===== src/hw/pmwc_consts.svh =====
// Purpose: offsets, field positions, reset values, timing counts
// Assumes: 32-bit classic Wishbone, byte address = 4 * index
// Notes: definitions only
`ifndef PMWC_CONSTS_SVH
`define PMWC_CONSTS_SVH

// Register indices, byte address is four times the index
`define PMWC_IDX_PWR_CTRL 8'h87
`define PMWC_IDX_CLK_SEL 8'h8F
`define PMWC_IDX_WAKE_MASK 8'h9F
`define PMWC_IDX_TLOCK 8'hC0
`define PMWC_IDX_STAT 8'hC1

// Power control fields
`define PMWC_PWR_IDLE 0
`define PMWC_PWR_STOP 1
`define PMWC_PWR_SLEEP 2

// Clock select fields
`define PMWC_CK_SRC_LO 0
`define PMWC_CK_SET_LO 2

// Reset values
`define PMWC_WAKE_MASK_RST 8'hFF
`define PMWC_SRC_RST 2'h0
`define PMWC_SET_RST 2'h3

// Clock source codes
`define PMWC_SRC_SLOW 2'h1
`define PMWC_SRC_EXT 2'h3

// Unlock sequence and window
`define PMWC_KEY1 8'hAA
`define PMWC_KEY2 8'h55
`define PMWC_UNLOCK_CYC 4

// Slow oscillator and settle delays
`define PMWC_CLK_HZ 10000000
`define PMWC_SLOW_HZ 32768
`define PMWC_SLOW_DIV (`PMWC_CLK_HZ / `PMWC_SLOW_HZ)
`define PMWC_SET0 9'd8
`define PMWC_SET1 9'd16
`define PMWC_SET2 9'd64
`define PMWC_SET3 9'd256

`endif


===== src/hw/pmwc_pkg.sv =====
// Purpose: types shared by the power mode controller
// Assumes: nothing beyond the constants header
// Notes: types only
package pmwc_pkg;

  typedef enum logic [2:0] {
    PM_NORMAL,
    PM_IDLE,
    PM_STOP,
    PM_SLEEP,
    PM_SETTLE
  } pmwc_state_t;

  typedef enum logic [1:0] {
    WK_NONE,
    WK_IDLE,
    WK_STOP,
    WK_SLEEP
  } pmwc_wake_t;

endpackage : pmwc_pkg


===== src/hw/pmwc_ctrl.sv =====
// Purpose: power mode and wake-up controller with Wishbone registers
// Assumes: clk_i always on, also standing in for the clockless wake path
// Notes: 8-bit registers in the low byte of a 32-bit bus word
`timescale 1ns/100ps
`include "pmwc_consts.svh"

module pmwc_ctrl #(
  parameter int SLOW_DIV = `PMWC_SLOW_DIV,
  parameter int UNLOCK_CYC = `PMWC_UNLOCK_CYC
) (
  input wire logic clk_i,
  input wire logic rst_i,
  input wire logic wb_cyc_i,
  input wire logic wb_stb_i,
  input wire logic wb_we_i,
  input wire logic [11:0] wb_adr_i,
  input wire logic [3:0] wb_sel_i,
  input wire logic [31:0] wb_dat_i,
  output logic [31:0] wb_dat_o,
  output logic wb_ack_o,
  input wire logic [7:0] wake_line_i,
  input wire logic [2:0] clockless_wake_i,
  input wire logic idle_exit_irq_i,
  output logic cpu_clk_en_o,
  output logic periph_clk_en_o,
  output logic fast_osc_en_o,
  output logic main_reg_en_o,
  output logic [1:0] clk_src_o,
  output logic wdt_clk_en_o,
  output logic wake_o,
  output logic [1:0] wake_mode_o
);

  // Elaboration checks on parameters the logic cannot serve
  initial begin
    if (SLOW_DIV < 2 || SLOW_DIV > 65535) begin
      $error("pmwc_ctrl: SLOW_DIV out of range");
    end
    if (UNLOCK_CYC < 1 || UNLOCK_CYC > 255) begin
      $error("pmwc_ctrl: UNLOCK_CYC out of range");
    end
  end

  localparam logic [15:0] DIV_LAST = 16'(SLOW_DIV - 1);
  localparam logic [7:0] UNL_LOAD = 8'(UNLOCK_CYC);

  pmwc_pkg::pmwc_state_t state_reg;
  pmwc_pkg::pmwc_state_t state_next;
  logic [7:0] wake_source_mask_reg;
  logic [1:0] src_reg;
  logic [1:0] settle_sel_reg;
  logic [2:0] power_control_reg;
  logic [7:0] unlock_cnt_reg;
  logic key1_seen_reg;
  logic [15:0] div_cnt_reg;
  logic slow_tick_reg;
  logic [8:0] settle_cnt_reg;
  logic [8:0] settle_len;
  logic [7:0] line_prev_reg;
  logic [2:0] cl_prev_reg;
  logic wake_hold_reg;
  logic edge_now;
  logic bus_req;
  logic bus_wr;
  logic bus_rd;
  logic unlocked;
  logic [7:0] idx;
  logic [7:0] wbyte;
  logic [7:0] rdata;
  logic pwr_ctrl_wr;
  logic exit_idle;
  logic exit_halt;
  logic settle_done;

  // Bus decode, one request answered per ack
  assign bus_req = wb_cyc_i && wb_stb_i && !wb_ack_o;
  assign bus_wr = bus_req && wb_we_i && wb_sel_i[0];
  assign bus_rd = bus_req && !wb_we_i;
  assign idx = wb_adr_i[9:2];
  assign wbyte = wb_dat_i[7:0];
  assign unlocked = unlock_cnt_reg != 8'h00;
  assign pwr_ctrl_wr = bus_wr && (wb_adr_i[11:10] == 2'b00) &&
                       (idx == `PMWC_IDX_PWR_CTRL);

  // Ack one cycle after the request, dropped the cycle after
  always_ff @(posedge clk_i) begin
    if (rst_i) begin
      wb_ack_o <= 1'b0;
    end else begin
      wb_ack_o <= bus_req;
    end
  end

  // Timed unlock: two keys back to back open a short window
  always_ff @(posedge clk_i) begin
    if (rst_i) begin
      key1_seen_reg <= 1'b0;
      unlock_cnt_reg <= 8'h00;
    end else if (bus_wr && idx == `PMWC_IDX_TLOCK &&
                 wb_adr_i[11:10] == 2'b00) begin
      key1_seen_reg <= (wbyte == `PMWC_KEY1);
      if (key1_seen_reg && wbyte == `PMWC_KEY2) begin
        unlock_cnt_reg <= UNL_LOAD;
      end else begin
        unlock_cnt_reg <= 8'h00;
      end
    end else if (bus_wr && unlocked) begin
      unlock_cnt_reg <= 8'h00; // One protected write per unlock
    end else if (unlocked) begin
      unlock_cnt_reg <= unlock_cnt_reg - 8'h01;
    end
  end

  // Wake mask, protected by the unlock window
  always_ff @(posedge clk_i) begin
    if (rst_i) begin
      wake_source_mask_reg <= `PMWC_WAKE_MASK_RST;
    end else if (bus_wr && unlocked && wb_adr_i[11:10] == 2'b00 &&
                 idx == `PMWC_IDX_WAKE_MASK) begin
      wake_source_mask_reg <= wbyte;
    end
  end

  // Clock select: source and settle fields, also protected
  always_ff @(posedge clk_i) begin
    if (rst_i) begin
      src_reg <= `PMWC_SRC_RST;
      settle_sel_reg <= `PMWC_SET_RST;
    end else if (bus_wr && unlocked && wb_adr_i[11:10] == 2'b00 &&
                 idx == `PMWC_IDX_CLK_SEL) begin
      src_reg <= wbyte[`PMWC_CK_SRC_LO +: 2];
      settle_sel_reg <= wbyte[`PMWC_CK_SET_LO +: 2];
    end
  end

  // Read mux; settle field is write-only and reads zero
  always_comb begin
    rdata = 8'h00;
    if (wb_adr_i[11:10] != 2'b00) begin
      rdata = 8'h00;
    end else if (idx == `PMWC_IDX_WAKE_MASK) begin
      rdata = wake_source_mask_reg;
    end else if (idx == `PMWC_IDX_CLK_SEL) begin
      rdata = {6'h00, src_reg};
    end else if (idx == `PMWC_IDX_PWR_CTRL) begin
      rdata = {5'h00, power_control_reg};
    end else if (idx == `PMWC_IDX_STAT) begin
      rdata = {unlocked, wake_hold_reg, 3'h0, state_reg};
    end
  end

  // Read data registered with the ack
  always_ff @(posedge clk_i) begin
    if (rst_i) begin
      wb_dat_o <= 32'h0000_0000;
    end else if (bus_rd) begin
      wb_dat_o <= {24'h00_0000, rdata};
    end
  end

  // Slow oscillator tick from the always-on clock
  always_ff @(posedge clk_i) begin
    if (rst_i) begin
      div_cnt_reg <= 16'h0000;
      slow_tick_reg <= 1'b0;
    end else if (div_cnt_reg == DIV_LAST) begin
      div_cnt_reg <= 16'h0000;
      slow_tick_reg <= 1'b1;
    end else begin
      div_cnt_reg <= div_cnt_reg + 16'h0001;
      slow_tick_reg <= 1'b0;
    end
  end

  // Edge detect on masked pins and clockless sources only
  assign edge_now = |(wake_line_i & ~line_prev_reg &
                      wake_source_mask_reg) ||
                    |(clockless_wake_i & ~cl_prev_reg);

  always_ff @(posedge clk_i) begin
    if (rst_i) begin
      line_prev_reg <= 8'h00;
      cl_prev_reg <= 3'h0;
    end else begin
      line_prev_reg <= wake_line_i;
      cl_prev_reg <= clockless_wake_i;
    end
  end

  // Hold a wake edge until the halted state consumes it
  always_ff @(posedge clk_i) begin
    if (rst_i) begin
      wake_hold_reg <= 1'b0;
    end else if (edge_now && (state_reg == pmwc_pkg::PM_STOP ||
                 state_reg == pmwc_pkg::PM_SLEEP)) begin
      wake_hold_reg <= 1'b1;
    end else if (state_reg != pmwc_pkg::PM_STOP &&
                 state_reg != pmwc_pkg::PM_SLEEP) begin
      wake_hold_reg <= 1'b0;
    end
  end

  // Wake does not look at interrupt enables at all
  assign exit_halt = wake_hold_reg;
  assign exit_idle = idle_exit_irq_i;

  // Settle length in slow cycles
  always_comb begin
    case (settle_sel_reg)
      2'd0: settle_len = `PMWC_SET0;
      2'd1: settle_len = `PMWC_SET1;
      2'd2: settle_len = `PMWC_SET2;
      default: settle_len = `PMWC_SET3;
    endcase
  end

  assign settle_done = slow_tick_reg && (settle_cnt_reg == 9'd1);

  // Settle counter runs on slow ticks only
  always_ff @(posedge clk_i) begin
    if (rst_i) begin
      settle_cnt_reg <= 9'd0;
    end else if (state_reg == pmwc_pkg::PM_SLEEP && exit_halt) begin
      settle_cnt_reg <= settle_len;
    end else if (state_reg == pmwc_pkg::PM_SETTLE && slow_tick_reg &&
                 settle_cnt_reg != 9'd0) begin
      settle_cnt_reg <= settle_cnt_reg - 9'd1;
    end
  end

  // Mode sequencer; highest mode bit written wins
  always_comb begin
    state_next = state_reg;
    case (state_reg)
      pmwc_pkg::PM_NORMAL: begin
        if (pwr_ctrl_wr && wbyte[`PMWC_PWR_SLEEP]) begin
          state_next = pmwc_pkg::PM_SLEEP;
        end else if (pwr_ctrl_wr && wbyte[`PMWC_PWR_STOP]) begin
          state_next = pmwc_pkg::PM_STOP;
        end else if (pwr_ctrl_wr && wbyte[`PMWC_PWR_IDLE]) begin
          state_next = pmwc_pkg::PM_IDLE;
        end
      end
      pmwc_pkg::PM_IDLE: begin
        if (exit_idle) begin
          state_next = pmwc_pkg::PM_NORMAL;
        end
      end
      pmwc_pkg::PM_STOP: begin
        if (exit_halt) begin
          state_next = pmwc_pkg::PM_NORMAL;
        end
      end
      pmwc_pkg::PM_SLEEP: begin
        if (exit_halt) begin
          state_next = pmwc_pkg::PM_SETTLE;
        end
      end
      pmwc_pkg::PM_SETTLE: begin
        if (settle_done) begin
          state_next = pmwc_pkg::PM_NORMAL;
        end
      end
      default: state_next = pmwc_pkg::PM_NORMAL;
    endcase
  end

  always_ff @(posedge clk_i) begin
    if (rst_i) begin
      state_reg <= pmwc_pkg::PM_NORMAL;
    end else begin
      state_reg <= state_next;
    end
  end

  // Mode bits follow the sequencer; hardware clears them on exit
  always_ff @(posedge clk_i) begin
    if (rst_i) begin
      power_control_reg <= 3'h0;
    end else begin
      power_control_reg[`PMWC_PWR_IDLE] <=
        state_next == pmwc_pkg::PM_IDLE;
      power_control_reg[`PMWC_PWR_STOP] <=
        state_next == pmwc_pkg::PM_STOP;
      power_control_reg[`PMWC_PWR_SLEEP] <= state_next == pmwc_pkg::PM_SLEEP ||
                                            state_next == pmwc_pkg::PM_SETTLE;
    end
  end

  // Clock and regulator gates from the next state, so the oscillator
  // drops on the same edge that enters stop and no pulse is cut short
  always_ff @(posedge clk_i) begin
    if (rst_i) begin
      cpu_clk_en_o <= 1'b1;
      periph_clk_en_o <= 1'b1;
      fast_osc_en_o <= 1'b1;
      main_reg_en_o <= 1'b1;
      wdt_clk_en_o <= 1'b1;
    end else begin
      cpu_clk_en_o <= state_next == pmwc_pkg::PM_NORMAL;
      wdt_clk_en_o <= state_next == pmwc_pkg::PM_NORMAL;
      periph_clk_en_o <= state_next == pmwc_pkg::PM_NORMAL ||
                         state_next == pmwc_pkg::PM_IDLE;
      fast_osc_en_o <= state_next == pmwc_pkg::PM_NORMAL ||
                       state_next == pmwc_pkg::PM_IDLE;
      main_reg_en_o <= state_next != pmwc_pkg::PM_SLEEP;
    end
  end

  // Source select held through halts, so exit restores it unchanged
  always_ff @(posedge clk_i) begin
    if (rst_i) begin
      clk_src_o <= `PMWC_SRC_RST;
    end else if (src_reg == `PMWC_SRC_SLOW ||
                 src_reg == `PMWC_SRC_EXT) begin
      clk_src_o <= src_reg;
    end else begin
      clk_src_o <= `PMWC_SRC_RST;
    end
  end

  // Wake pulse names the ended mode; the core picks its return point
  always_ff @(posedge clk_i) begin
    if (rst_i) begin
      wake_o <= 1'b0;
      wake_mode_o <= pmwc_pkg::WK_NONE;
    end else if (state_reg == pmwc_pkg::PM_IDLE && exit_idle) begin
      wake_o <= 1'b1;
      wake_mode_o <= pmwc_pkg::WK_IDLE;
    end else if (state_reg == pmwc_pkg::PM_STOP && exit_halt) begin
      wake_o <= 1'b1;
      wake_mode_o <= pmwc_pkg::WK_STOP;
    end else if (state_reg == pmwc_pkg::PM_SETTLE && settle_done) begin
      wake_o <= 1'b1;
      wake_mode_o <= pmwc_pkg::WK_SLEEP;
    end else begin
      wake_o <= 1'b0;
    end
  end

endmodule : pmwc_ctrl


===== config.mk =====
export PLATFORM = sky130hd
export DESIGN_NAME = pmwc_ctrl
export DESIGN_NICKNAME = d
export VERILOG_FILES = /design/src/hw/pmwc_pkg.sv /design/src/hw/pmwc_ctrl.sv
export VERILOG_INCLUDE_DIRS = /design/src /design/src/hw
export SDC_FILE = /design/constraint.sdc
export NUM_CORES = 1
export LEC_CHECK = 0
export BUFFER_PORTS_ARGS = -buffer_cell sky130_fd_sc_hd__buf_2
export CORE_MARGIN = 2
export CORE_UTILIZATION = 50
export DETAILED_ROUTE_END_ITERATION = 7
export GPL_TIMING_DRIVEN = 0
export PLACE_DENSITY = 0.87
export SYNTH_ARGS = -nofsm -noshare
export SYNTH_HDL_FRONTEND = slang
export SYNTH_SLANG_ARGS = --single-unit

===== constraint.sdc =====
create_clock -name clk_i -period 3.9 [get_ports clk_i]
set_input_delay 0.195 -clock clk_i [delete_from_list [all_inputs] [get_ports clk_i]]
set_output_delay 0.195 -clock clk_i [all_outputs]
set_load 0.005 [all_outputs]

==> flow_summary_export.csv, run 1 <==
group,metric,value,unit
final_layout,largest_reg_flops,16,
grt,grt_pass1_vias,3489,
sta,period_share,51.8,%
sta,skew,10.9,ps
critical_path,r2r_cells,7,
sta,max_freq,495,MHz
die,die_h,93.7,µm
yosys,yosysTopAreaCell,"dfxtp_1",
detailed_routing,vias,3685,
yosys,async_flop_share,0,%
yosys,yosysSeqAreaShare,40.8,%
min_path,hp-class,"in -> reg",
sta,setup_tns,0,ps
critical_path,critPathMaxFanout,10,
cts,clk_latency,350,ps
detailed_routing,drt_iter0_markers,290,
placement,port_buffers,53,
grt,grt-ovfl-total,0,
cts,ctsHtreeMaxLevel,3,
sta,layout_min_cycle_time,2020,ps
critical_path,regToRegSetupSlack,1880,ps
critical_path,r2r_end,"settle_sel_reg[1]",
die,core_area,7770,µm²
power,vdd_drop_max,0.274,mV
yosys,synth_edf_count,0,
power,power,1.81,mW
placement,dp_hpwl,7280,µm
final_layout,fin_nets,609,
critical_path,crit_required,4190,ps
final_layout,final_util,60.2,%
grt,antenna_found_initial,0,
cts,cts_setup_buffers,0,
critical_path,end_kind,"flip-flop",
placement,place_congestion,0.881,
die,die_area,8780,µm²
sta,worst_slack,1880,ps
min_path,hold_end,"line_prev_reg[4]",
yosys,syn_inst,450,
detailed_routing,wirelength,9670,µm
yosys,ys_ff_latch,82,
cts,holdBufCountCts,0,
cts,cts_buffer_depth,2,
die,initial_core_util,51.8,%
die,die_w,93.7,µm
yosys,yosysWarnings,0,
critical_path,crit_family,"simple AND/OR/NAND/NOR gates",
cts,numCtsBuffers,9,
sta,worst_slew_pin_slew,822,ps
final_layout,fillers,683,
cts,clkSlewWorstSetupHoldPaths,80,ps
yosys,syn_area,4030,µm²
sta,hold_viol_final,0,
critical_path,critical_path.cell_chain,"inv_1 -> ha_1 -> or4b_1 -> o211ai_1 -> clkbuf_1 -> o21ai_0 -> nand3_1",
min_path,min_from,"wake_line_i[4]",
yosys,yosysTopAreaCellShare,40.8,%
grt,grt_usage,22.7,%
yosys,avgSynthCellArea,8.94,µm²
critical_path,crit_path_max_incr_delay,490,ps
cts,cts_tree,"done",
critical_path,timing.rr.start,"unlock_cnt_reg[0]",
min_path,hold-path-cell-count,2,
power,leakage,1.93,nW
critical_path,crit_buf_inv,2,
yosys,synth-main-ff-cell,"dfxtp_1",
detailed_routing,routedWlPerCell,15.0,µm
yosys,synth.top_cells.by_area,"dfxtp_1 41%, buf_4 4.8%, nand3_1 4.5%, nor2_1 3.5%, xor2_1 2.8%",
sta,maxSlewViolCount,0,
cts,cts.sinks,82,
critical_path,criticalPathCategory,"reg -> reg",
die,fp-row-count,32,
placement,pre_cts_ws,1920,ps
power,p_per_area,386,nW/µm²
grt,grt_start_max_net_pins,13,
sta,setup_viol,0,
detailed_routing,postRouteAntennaNets,0,
cts,cts_root_buffer,"clkbuf_8",
final_layout,drive_gt1_share,19.8,%
sta,rsz0062_at_grt,"no",
job,cap_violations,0,
grt,grt_pass1_wl,16000,µm
detailed_routing,viasPerCell,5.73,
detailed_routing,drcViolationCount,0,
sta,slew_headroom,44.8,%
cts,cts-resized-gates,0,
critical_path,crit_arrival,2310,ps
detailed_routing,drt_first_pass_iters,6,
final_layout,diodes,0,
final_layout,syn2layout_area_growth,16.2,%
yosys,synth_cell_types,65,
die,io_pins,108,
run_status,outcome,"finished clean",
critical_path,crit_slowest_cell,"or4b_1",
critical_path,cp-start-kind,"flip-flop",
-- cell usage after synthesis, types with 4 or more instances --
library cell	count
nand3_1	36
ha_1	7
nand4_1	11
buf_1	4
nor2_1	38
and4_1	4
mux2i_1	6
or3_1	8
inv_1	19
nor2b_1	14
o21ai_0	17
dfxtp_1	82
and2_1	6
clkbuf_1	18
buf_4	26
nor3_1	9
and3b_1	4
a32oi_1	5
o211ai_1	4
and3_1	7
a21oi_1	14
nor3b_1	4
nand3b_1	7
xnor2_1	5
xor2_1	13
nand2_1	12
nor4_1	6
-- worst max-delay path by stage --
stage	start	end	cells after the start
2_1_floorplan	settle_cnt_reg[0]	settle_cnt_reg[3]	6
3_3_place_gp	settle_cnt_reg[0]	settle_cnt_reg[3]	6
3_5_place_dp	settle_cnt_reg[1]	settle_cnt_reg[3]	6
4_1_cts	unlock_cnt_reg[0]	settle_sel_reg[1]	7
5_1_grt	unlock_cnt_reg[0]	settle_sel_reg[1]	7
6_report	unlock_cnt_reg[0]	settle_sel_reg[1]	7
-- metal layers --
metal	track usage, %	up-vias	routed length [µm]	share of wire (%)
met3	4.74	17	802	8.3
met5	0	-	0	0
li1	-	1758	-	-
met1	29.1	1729	4120	43
met2	37.4	181	4550	47
met4	9.06	0	191	2.0
-- layout make-up --
| class | count | area, µm² | area share, % |
|---|---|---|---|
| Buffer | 50 | 294 | 6.29 |
| Clock buffer | 13 | 159 | 3.40 |
| Clock inverter | 2 | 12.5 | 0.268 |
| Inverter | 19 | 71.3 | 1.53 |
| Multi-Input combinational cell | 322 | 2100 | 45.0 |
| Sequential cell | 82 | 1640 | 35.1 |
| Tap cell | 102 | 128 | 2.73 |
| Timing Repair Buffer | 53 | 265 | 5.67 |
-- through the flow --
stage / hold slack (ps) / cell area (µm²) / std cells
floorplan: 323 / 4110 / 473
global placement: 423 / 4500 / 628
detailed placement: 433 / 4500 / 628
CTS: 67.2 / 4680 / 643
global route: 85.0 / 4680 / 643
finish: 77.8 / 4680 / 643
-- cells by family after synthesis --
group / count (synthesis) / synth area share [%]
AND/OR/NAND/NOR: 188 / 27.7
AO/OA/AOI/OAI: 79 / 14.7
buffers and inverters: 69 / 9.08
flip-flops: 82 / 40.8
adder cells (fa/ha/maj): 7 / 2.18
XOR/XNOR: 18 / 3.92
multiplexers: 6 / 1.49
other: 1 / 0.0932
-- cell usage in the layout, fill, tap and decap left out, types with 7 or more instances in the layout --
cell      instances
clkbuf_8         11
nand3_1          36
clkbuf_1         20
nand4_1          11
and3_1            7
nand3b_1          7
inv_1            19
conb_1           24
buf_2            54
o21ai_0          17
a21oi_1          14
nor2_1           38
nor3_1            9
nor2b_1          14
ha_1              7
xor2_1           13
or3_1             8
nand2_1          12
buf_4            26
dfxtp_1          82
-- report_power, final --
part           leakage, nW  total [mW]  internal (mW)  switching (mW)
sequential           0.666       0.908          0.875          0.0327
clock               0.0855       0.555          0.262           0.292
combinational         1.17       0.343          0.167           0.177
Power figures use the tool's default switching activity.
==> run 2: changes to the inputs <==
Settings changed: CORE_UTILIZATION 50 to 48, PLACE_DENSITY 0.87 to 0.88.
Clock period 3.9 ns to 1.8 ns, I/O delays scaled along.
==> flow_summary_export.csv, run 2 (synthesized netlist as in run 1, its figures left out) <==
group,metric,value,unit
critical_path,end_kind,"flip-flop",
sta,setup_tns,0,ps
cts,ctsHtreeMaxLevel,3,
critical_path,crit_path_max_incr_delay,490,ps
cts,clkSlewWorstSetupHoldPaths,80,ps
critical_path,timing.rr.start,"unlock_cnt_reg[0]",
sta,slew_headroom,56.4,%
placement,dp.cells,631,
final_layout,fin_nets,628,
grt,antenna_found_initial,0,
detailed_routing,wl_met1,4190,µm
detailed_routing,dr_wl_met2,4740,µm
die,die_w,95.6,µm
placement,place_congestion,0.940,
detailed_routing,wirelength,9980,µm
die,core_area,8180,µm²
die,io_pins,108,
sta,period_share,98.6,%
critical_path,crit_family,"simple AND/OR/NAND/NOR gates",
cts,cts.sinks,82,
sta,skew,8.47,ps
critical_path,critical_path.cell_chain,"inv_2 -> ha_4 -> or4b_4 -> o211a_1 -> buf_8 -> nand3_1 -> nand3_1",
sta,max_freq,563,MHz
sta,setup_viol,0,
critical_path,crit_slowest_cell,"or4b_4",
sta,layout_min_cycle_time,1780,ps
grt,grt_start_max_net_pins,14,
cts,cts_buffer_depth,2,
sta,hold_viol_final,0,
cts,cts_root_buffer,"clkbuf_8",
detailed_routing,routedWlPerCell,15.0,µm
min_path,min_from,"wb_dat_i[7]",
detailed_routing,viasPerCell,5.57,
die,die_area,9130,µm²
final_layout,drive_gt1_share,27.1,%
grt,grt_usage,22.5,%
die,initial_core_util,49.2,%
detailed_routing,postRouteAntennaNets,0,
placement,dpl-instance-area,4510,µm²
grt,grt_pass1_wl,16100,µm
die,fp-row-count,33,
final_layout,syn2layout_area_growth,25.6,%
detailed_routing,drt_first_pass_iters,4,
min_path,hp-class,"in -> reg",
final_layout,fin_area,5050,µm²
placement,dp_hpwl,7070,µm
power,leakage,2.08,nW
cts,cts_tree,"done",
critical_path,timing.critical_path.from,"unlock_cnt_reg[0]",
detailed_routing,routed.top_layer,"met4",
critical_path,criticalPathCategory,"reg -> reg",
critical_path,crit_required,2020,ps
final_layout,mostFrequentLayoutCells,"75 x dfxtp_1, 54 x buf_2, 40 x buf_4",
final_layout,largest_reg_flops,16,
final_layout,mostFrequentLayoutCell,"dfxtp_1",
sta,rsz0062_at_grt,"yes",
sta,worst_slew_pin_slew,655,ps
power,p_per_area,869,nW/µm²
grt,grt_pass1_vias,3509,
final_layout,layoutNonFillerInstCount,666,
cts,clk_latency,360,ps
detailed_routing,vias,3709,
cts,numCtsBuffers,9,
critical_path,crit_arrival,1990,ps
run_status,outcome,"finished clean",
detailed_routing,drcViolationCount,0,
detailed_routing,wl_met3,733,µm
sta,maxSlewViolCount,0,
power,vdd_drop_max,0.499,mV
critical_path,cp-start-kind,"flip-flop",
detailed_routing,drt_iter0_markers,236,
critical_path,crit_top_cell,"nand3_1",
grt,grt-ovfl-total,0,
placement,port_buffers,53,
final_layout,diodes,0,
critical_path,crit_buf_inv,2,
job,cap_violations,0,
critical_path,critPathMaxFanout,10,
die,die_h,95.6,µm
[run 2: cell types whose count changed in the layout (fill, tap and decap cells not counted), sizes merged]
cell / change
buf: +14
bufinv: +2
clkbuf: -7
dlygate4sd3: +11
[run 2: cell type report]
type,instances,area (µm²)
Inverter,19,73.8
Clock inverter,4,72.6
Tap cell,105,131
Sequential cell,82,1660
Multi-Input combinational cell,322,2190
Buffer,45,289
Timing Repair Buffer,77,473
Clock buffer,12,165
Fill cell,694,3120
[run 2: timing repair]
item	4_1_cts	5_1_grt
endpoints found under the hold margin	11	0
hold buffers	11	0
setup buffers	9	4
pin swaps	4	9
gates resized for setup	19	31
endpoints found under the setup margin	36	42
[run 2: where the power goes]
part,switching [mW],internal [mW]
Sequential,0.0807,1.90
Clock,0.665,0.893
Combinational,0.423,0.434
[run 2: stage by stage]
stage / total power [mW] / worst slack [ps] / utilization, % / hold WS [ps]
floorplan: 2.56 / 18.5 / - / 218
global placement: 2.70 / -77.1 / 55.2 / 318
detailed placement: 2.74 / -163 / 55.2 / 323
CTS: 4.30 / 0.714 / 60.7 / 19.5
global route: 4.60 / -64.1 / 61.8 / 31.3
finish: 4.39 / 24.4 / 61.8 / 20.6
[run 2: final timing paths]
kind,end,slack [ps],cells past startpoint
min reg2reg,wb_dat_o[0],480,1
max reg2reg,wake_source_mask_reg[4],20,7
min,wake_source_mask_reg[7],20,3
max,wake_source_mask_reg[4],20,7
[run 2: worst min-delay path: stages]
cell	delay, ps
buf_2	110
nand3_1	70
nand3_1	70
[run 2: layer usage]
layer | GRT usage, % | up-vias
li1 | - | 1801
met1 | 27.9 | 1709
met2 | 36.8 | 168
met3 | 3.72 | 31
met4 | 13.3 | 0
met5 | 0 | -
==> run 3: changes to the inputs <==
Settings changed: CORE_UTILIZATION 48 to 50, PLACE_DENSITY 0.88 to 0.87.
Clock period 1.8 ns to 1.94 ns, I/O delays scaled along.
==> flow_summary_export.csv, run 3 (synthesized netlist as in run 1, its figures left out) <==
group,metric,value,unit
sta,worst_slew_pin_slew,606,ps
critical_path,criticalPathCategory,"reg -> reg",
cts,cts_tree,"done",
sta,hold_viol_final,0,
final_layout,diodes,0,
power,vdd_drop_max,0.552,mV
final_layout,syn2layout_area_growth,19.3,%
cts,clk_latency,350,ps
final_layout,final_util,61.8,%
final_layout,drive_gt1_share,21.6,%
die,fp-row-count,32,
grt,grt_pass1_wl,16200,µm
critical_path,cp-start-kind,"flip-flop",
final_layout,fin_nets,619,
run_status,outcome,"finished clean",
die,initial_core_util,51.8,%
detailed_routing,drt_first_pass_iters,5,
detailed_routing,postRouteAntennaNets,0,
grt,grt_start_max_net_pins,13,
power,leakage,1.98,nW
placement,place_congestion,0.881,
cts,numCtsBuffers,9,
cts,cts_buffer_depth,2,
sta,maxSlewViolCount,0,
final_layout,mostFrequentLayoutCell,"dfxtp_1",
critical_path,end_kind,"flip-flop",
critical_path,regToRegSetupSlack,50,ps
cts,ctsHtreeMaxLevel,3,
critical_path,crit_arrival,2150,ps
grt,grt_pass1_vias,3550,
detailed_routing,viasPerCell,5.67,
placement,dpl-instance-area,4500,µm²
grt,grt_usage,23.0,%
min_path,hp-class,"in -> reg",
job,cap_violations,0,
die,io_pins,108,
critical_path,r2r_cells,6,
die,die_area,8780,µm²
grt,antenna_found_initial,0,
sta,max_freq,529,MHz
detailed_routing,drt_iter0_markers,317,
critical_path,timing.rr.start,"settle_cnt_reg[0]",
final_layout,largest_reg_flops,16,
cts,clkSlewWorstSetupHoldPaths,80,ps
die,die_h,93.7,µm
sta,setup_viol,0,
critical_path,critPathMaxFanout,7,
sta,layout_min_cycle_time,1890,ps
critical_path,timing.critical_path.from,"settle_cnt_reg[0]",
placement,dp_hpwl,7280,µm
cts,cts.sinks,82,
sta,fin_hold_ws,9.90,ps
grt,grt-ovfl-total,0,
die,die_w,93.7,µm
die,core_area,7770,µm²
sta,slew_headroom,59.6,%
critical_path,crit_end,"settle_cnt_reg[3]",
final_layout,mostFrequentLayoutCells,"81 x dfxtp_1, 54 x buf_2, 37 x nor2_1",
cts,cts_root_buffer,"clkbuf_8",
power,power,3.66,mW
detailed_routing,routedWlPerCell,15.0,µm
sta,period_share,97.5,%
sta,skew,10.3,ps
placement,port_buffers,53,
critical_path,r2r_end,"settle_cnt_reg[3]",
detailed_routing,drcViolationCount,0,
detailed_routing,vias,3705,
detailed_routing,wirelength,9820,µm
critical_path,crit_required,2190,ps
final_layout,fin_area,4800,µm²
power,p_per_area,761,nW/µm²
run 3: final cells by class:
cell class | instances | area (µm²)
Multi-Input combinational cell | 322 | 2120
Fill cell | 668 | 2960
Inverter | 19 | 71.3
Sequential cell | 82 | 1640
Timing Repair Buffer | 65 | 380
Clock buffer | 13 | 159
Buffer | 48 | 294
Tap cell | 102 | 128
Clock inverter | 2 | 12.5
run 3: power breakdown:
group	internal [mW]	total (mW)	leakage, nW	switching [mW]
Combinational	0.352	0.716	1.23	0.365
Sequential	1.76	1.82	0.667	0.0646
Clock	0.527	1.11	0.0855	0.587
run 3: critical path: stages, from the launching register on:
cell and delay [ps]:
dfxtp_2 350, inv_1 90, ha_1 160, or4b_4 480
o21a_4 260, a211o_1 250, and4_1 190
run 3: through the flow:
| step | cells | worst slack [ps] | TNS, ps |
|---|---|---|---|
| 6_report | 653 | 49.4 | 0 |
| 5_1_grt | 653 | -4.28 | -4.28 |
| 4_1_cts | 653 | 4.89 | 0 |
| 3_5_place_dp | 628 | -39.8 | -85.1 |
| 3_3_place_gp | 628 | 21.7 | 0 |
| 2_1_floorplan | 473 | 90.1 | 0 |
run 3: worst min-delay path by stage:
stage / endpoint / depth (start not counted) / from
after detailed placement: line_prev_reg[4] / 2 / wake_line_i[4]
after CTS: line_prev_reg[6] / 2 / wake_line_i[6]
after global placement: line_prev_reg[5] / 2 / wake_line_i[5]
after global routing: line_prev_reg[6] / 2 / wake_line_i[6]
final: line_prev_reg[6] / 2 / wake_line_i[6]
after floorplan: cl_prev_reg[0] / 1 / clockless_wake_i[0]
run 3: repair_timing:
item | 4_1_cts | 5_1_grt
setup endpoints to repair | 12 | 24
pin swaps | 0 | 1
hold buffers | 10 | 0
endpoints found under the hold margin | 10 | 0
gates resized for setup | 3 | 13
cloned | 0 | 0
setup buffers | 0 | 2
run 3: per-layer routing:
layer	vias up	track usage (%)	part of all wire (%)
met5	-	0	0
met4	0	9.66	2.2
met1	1737	28.9	43
li1	1781	-	-
met3	19	4.82	7.6
met2	168	38.4	48
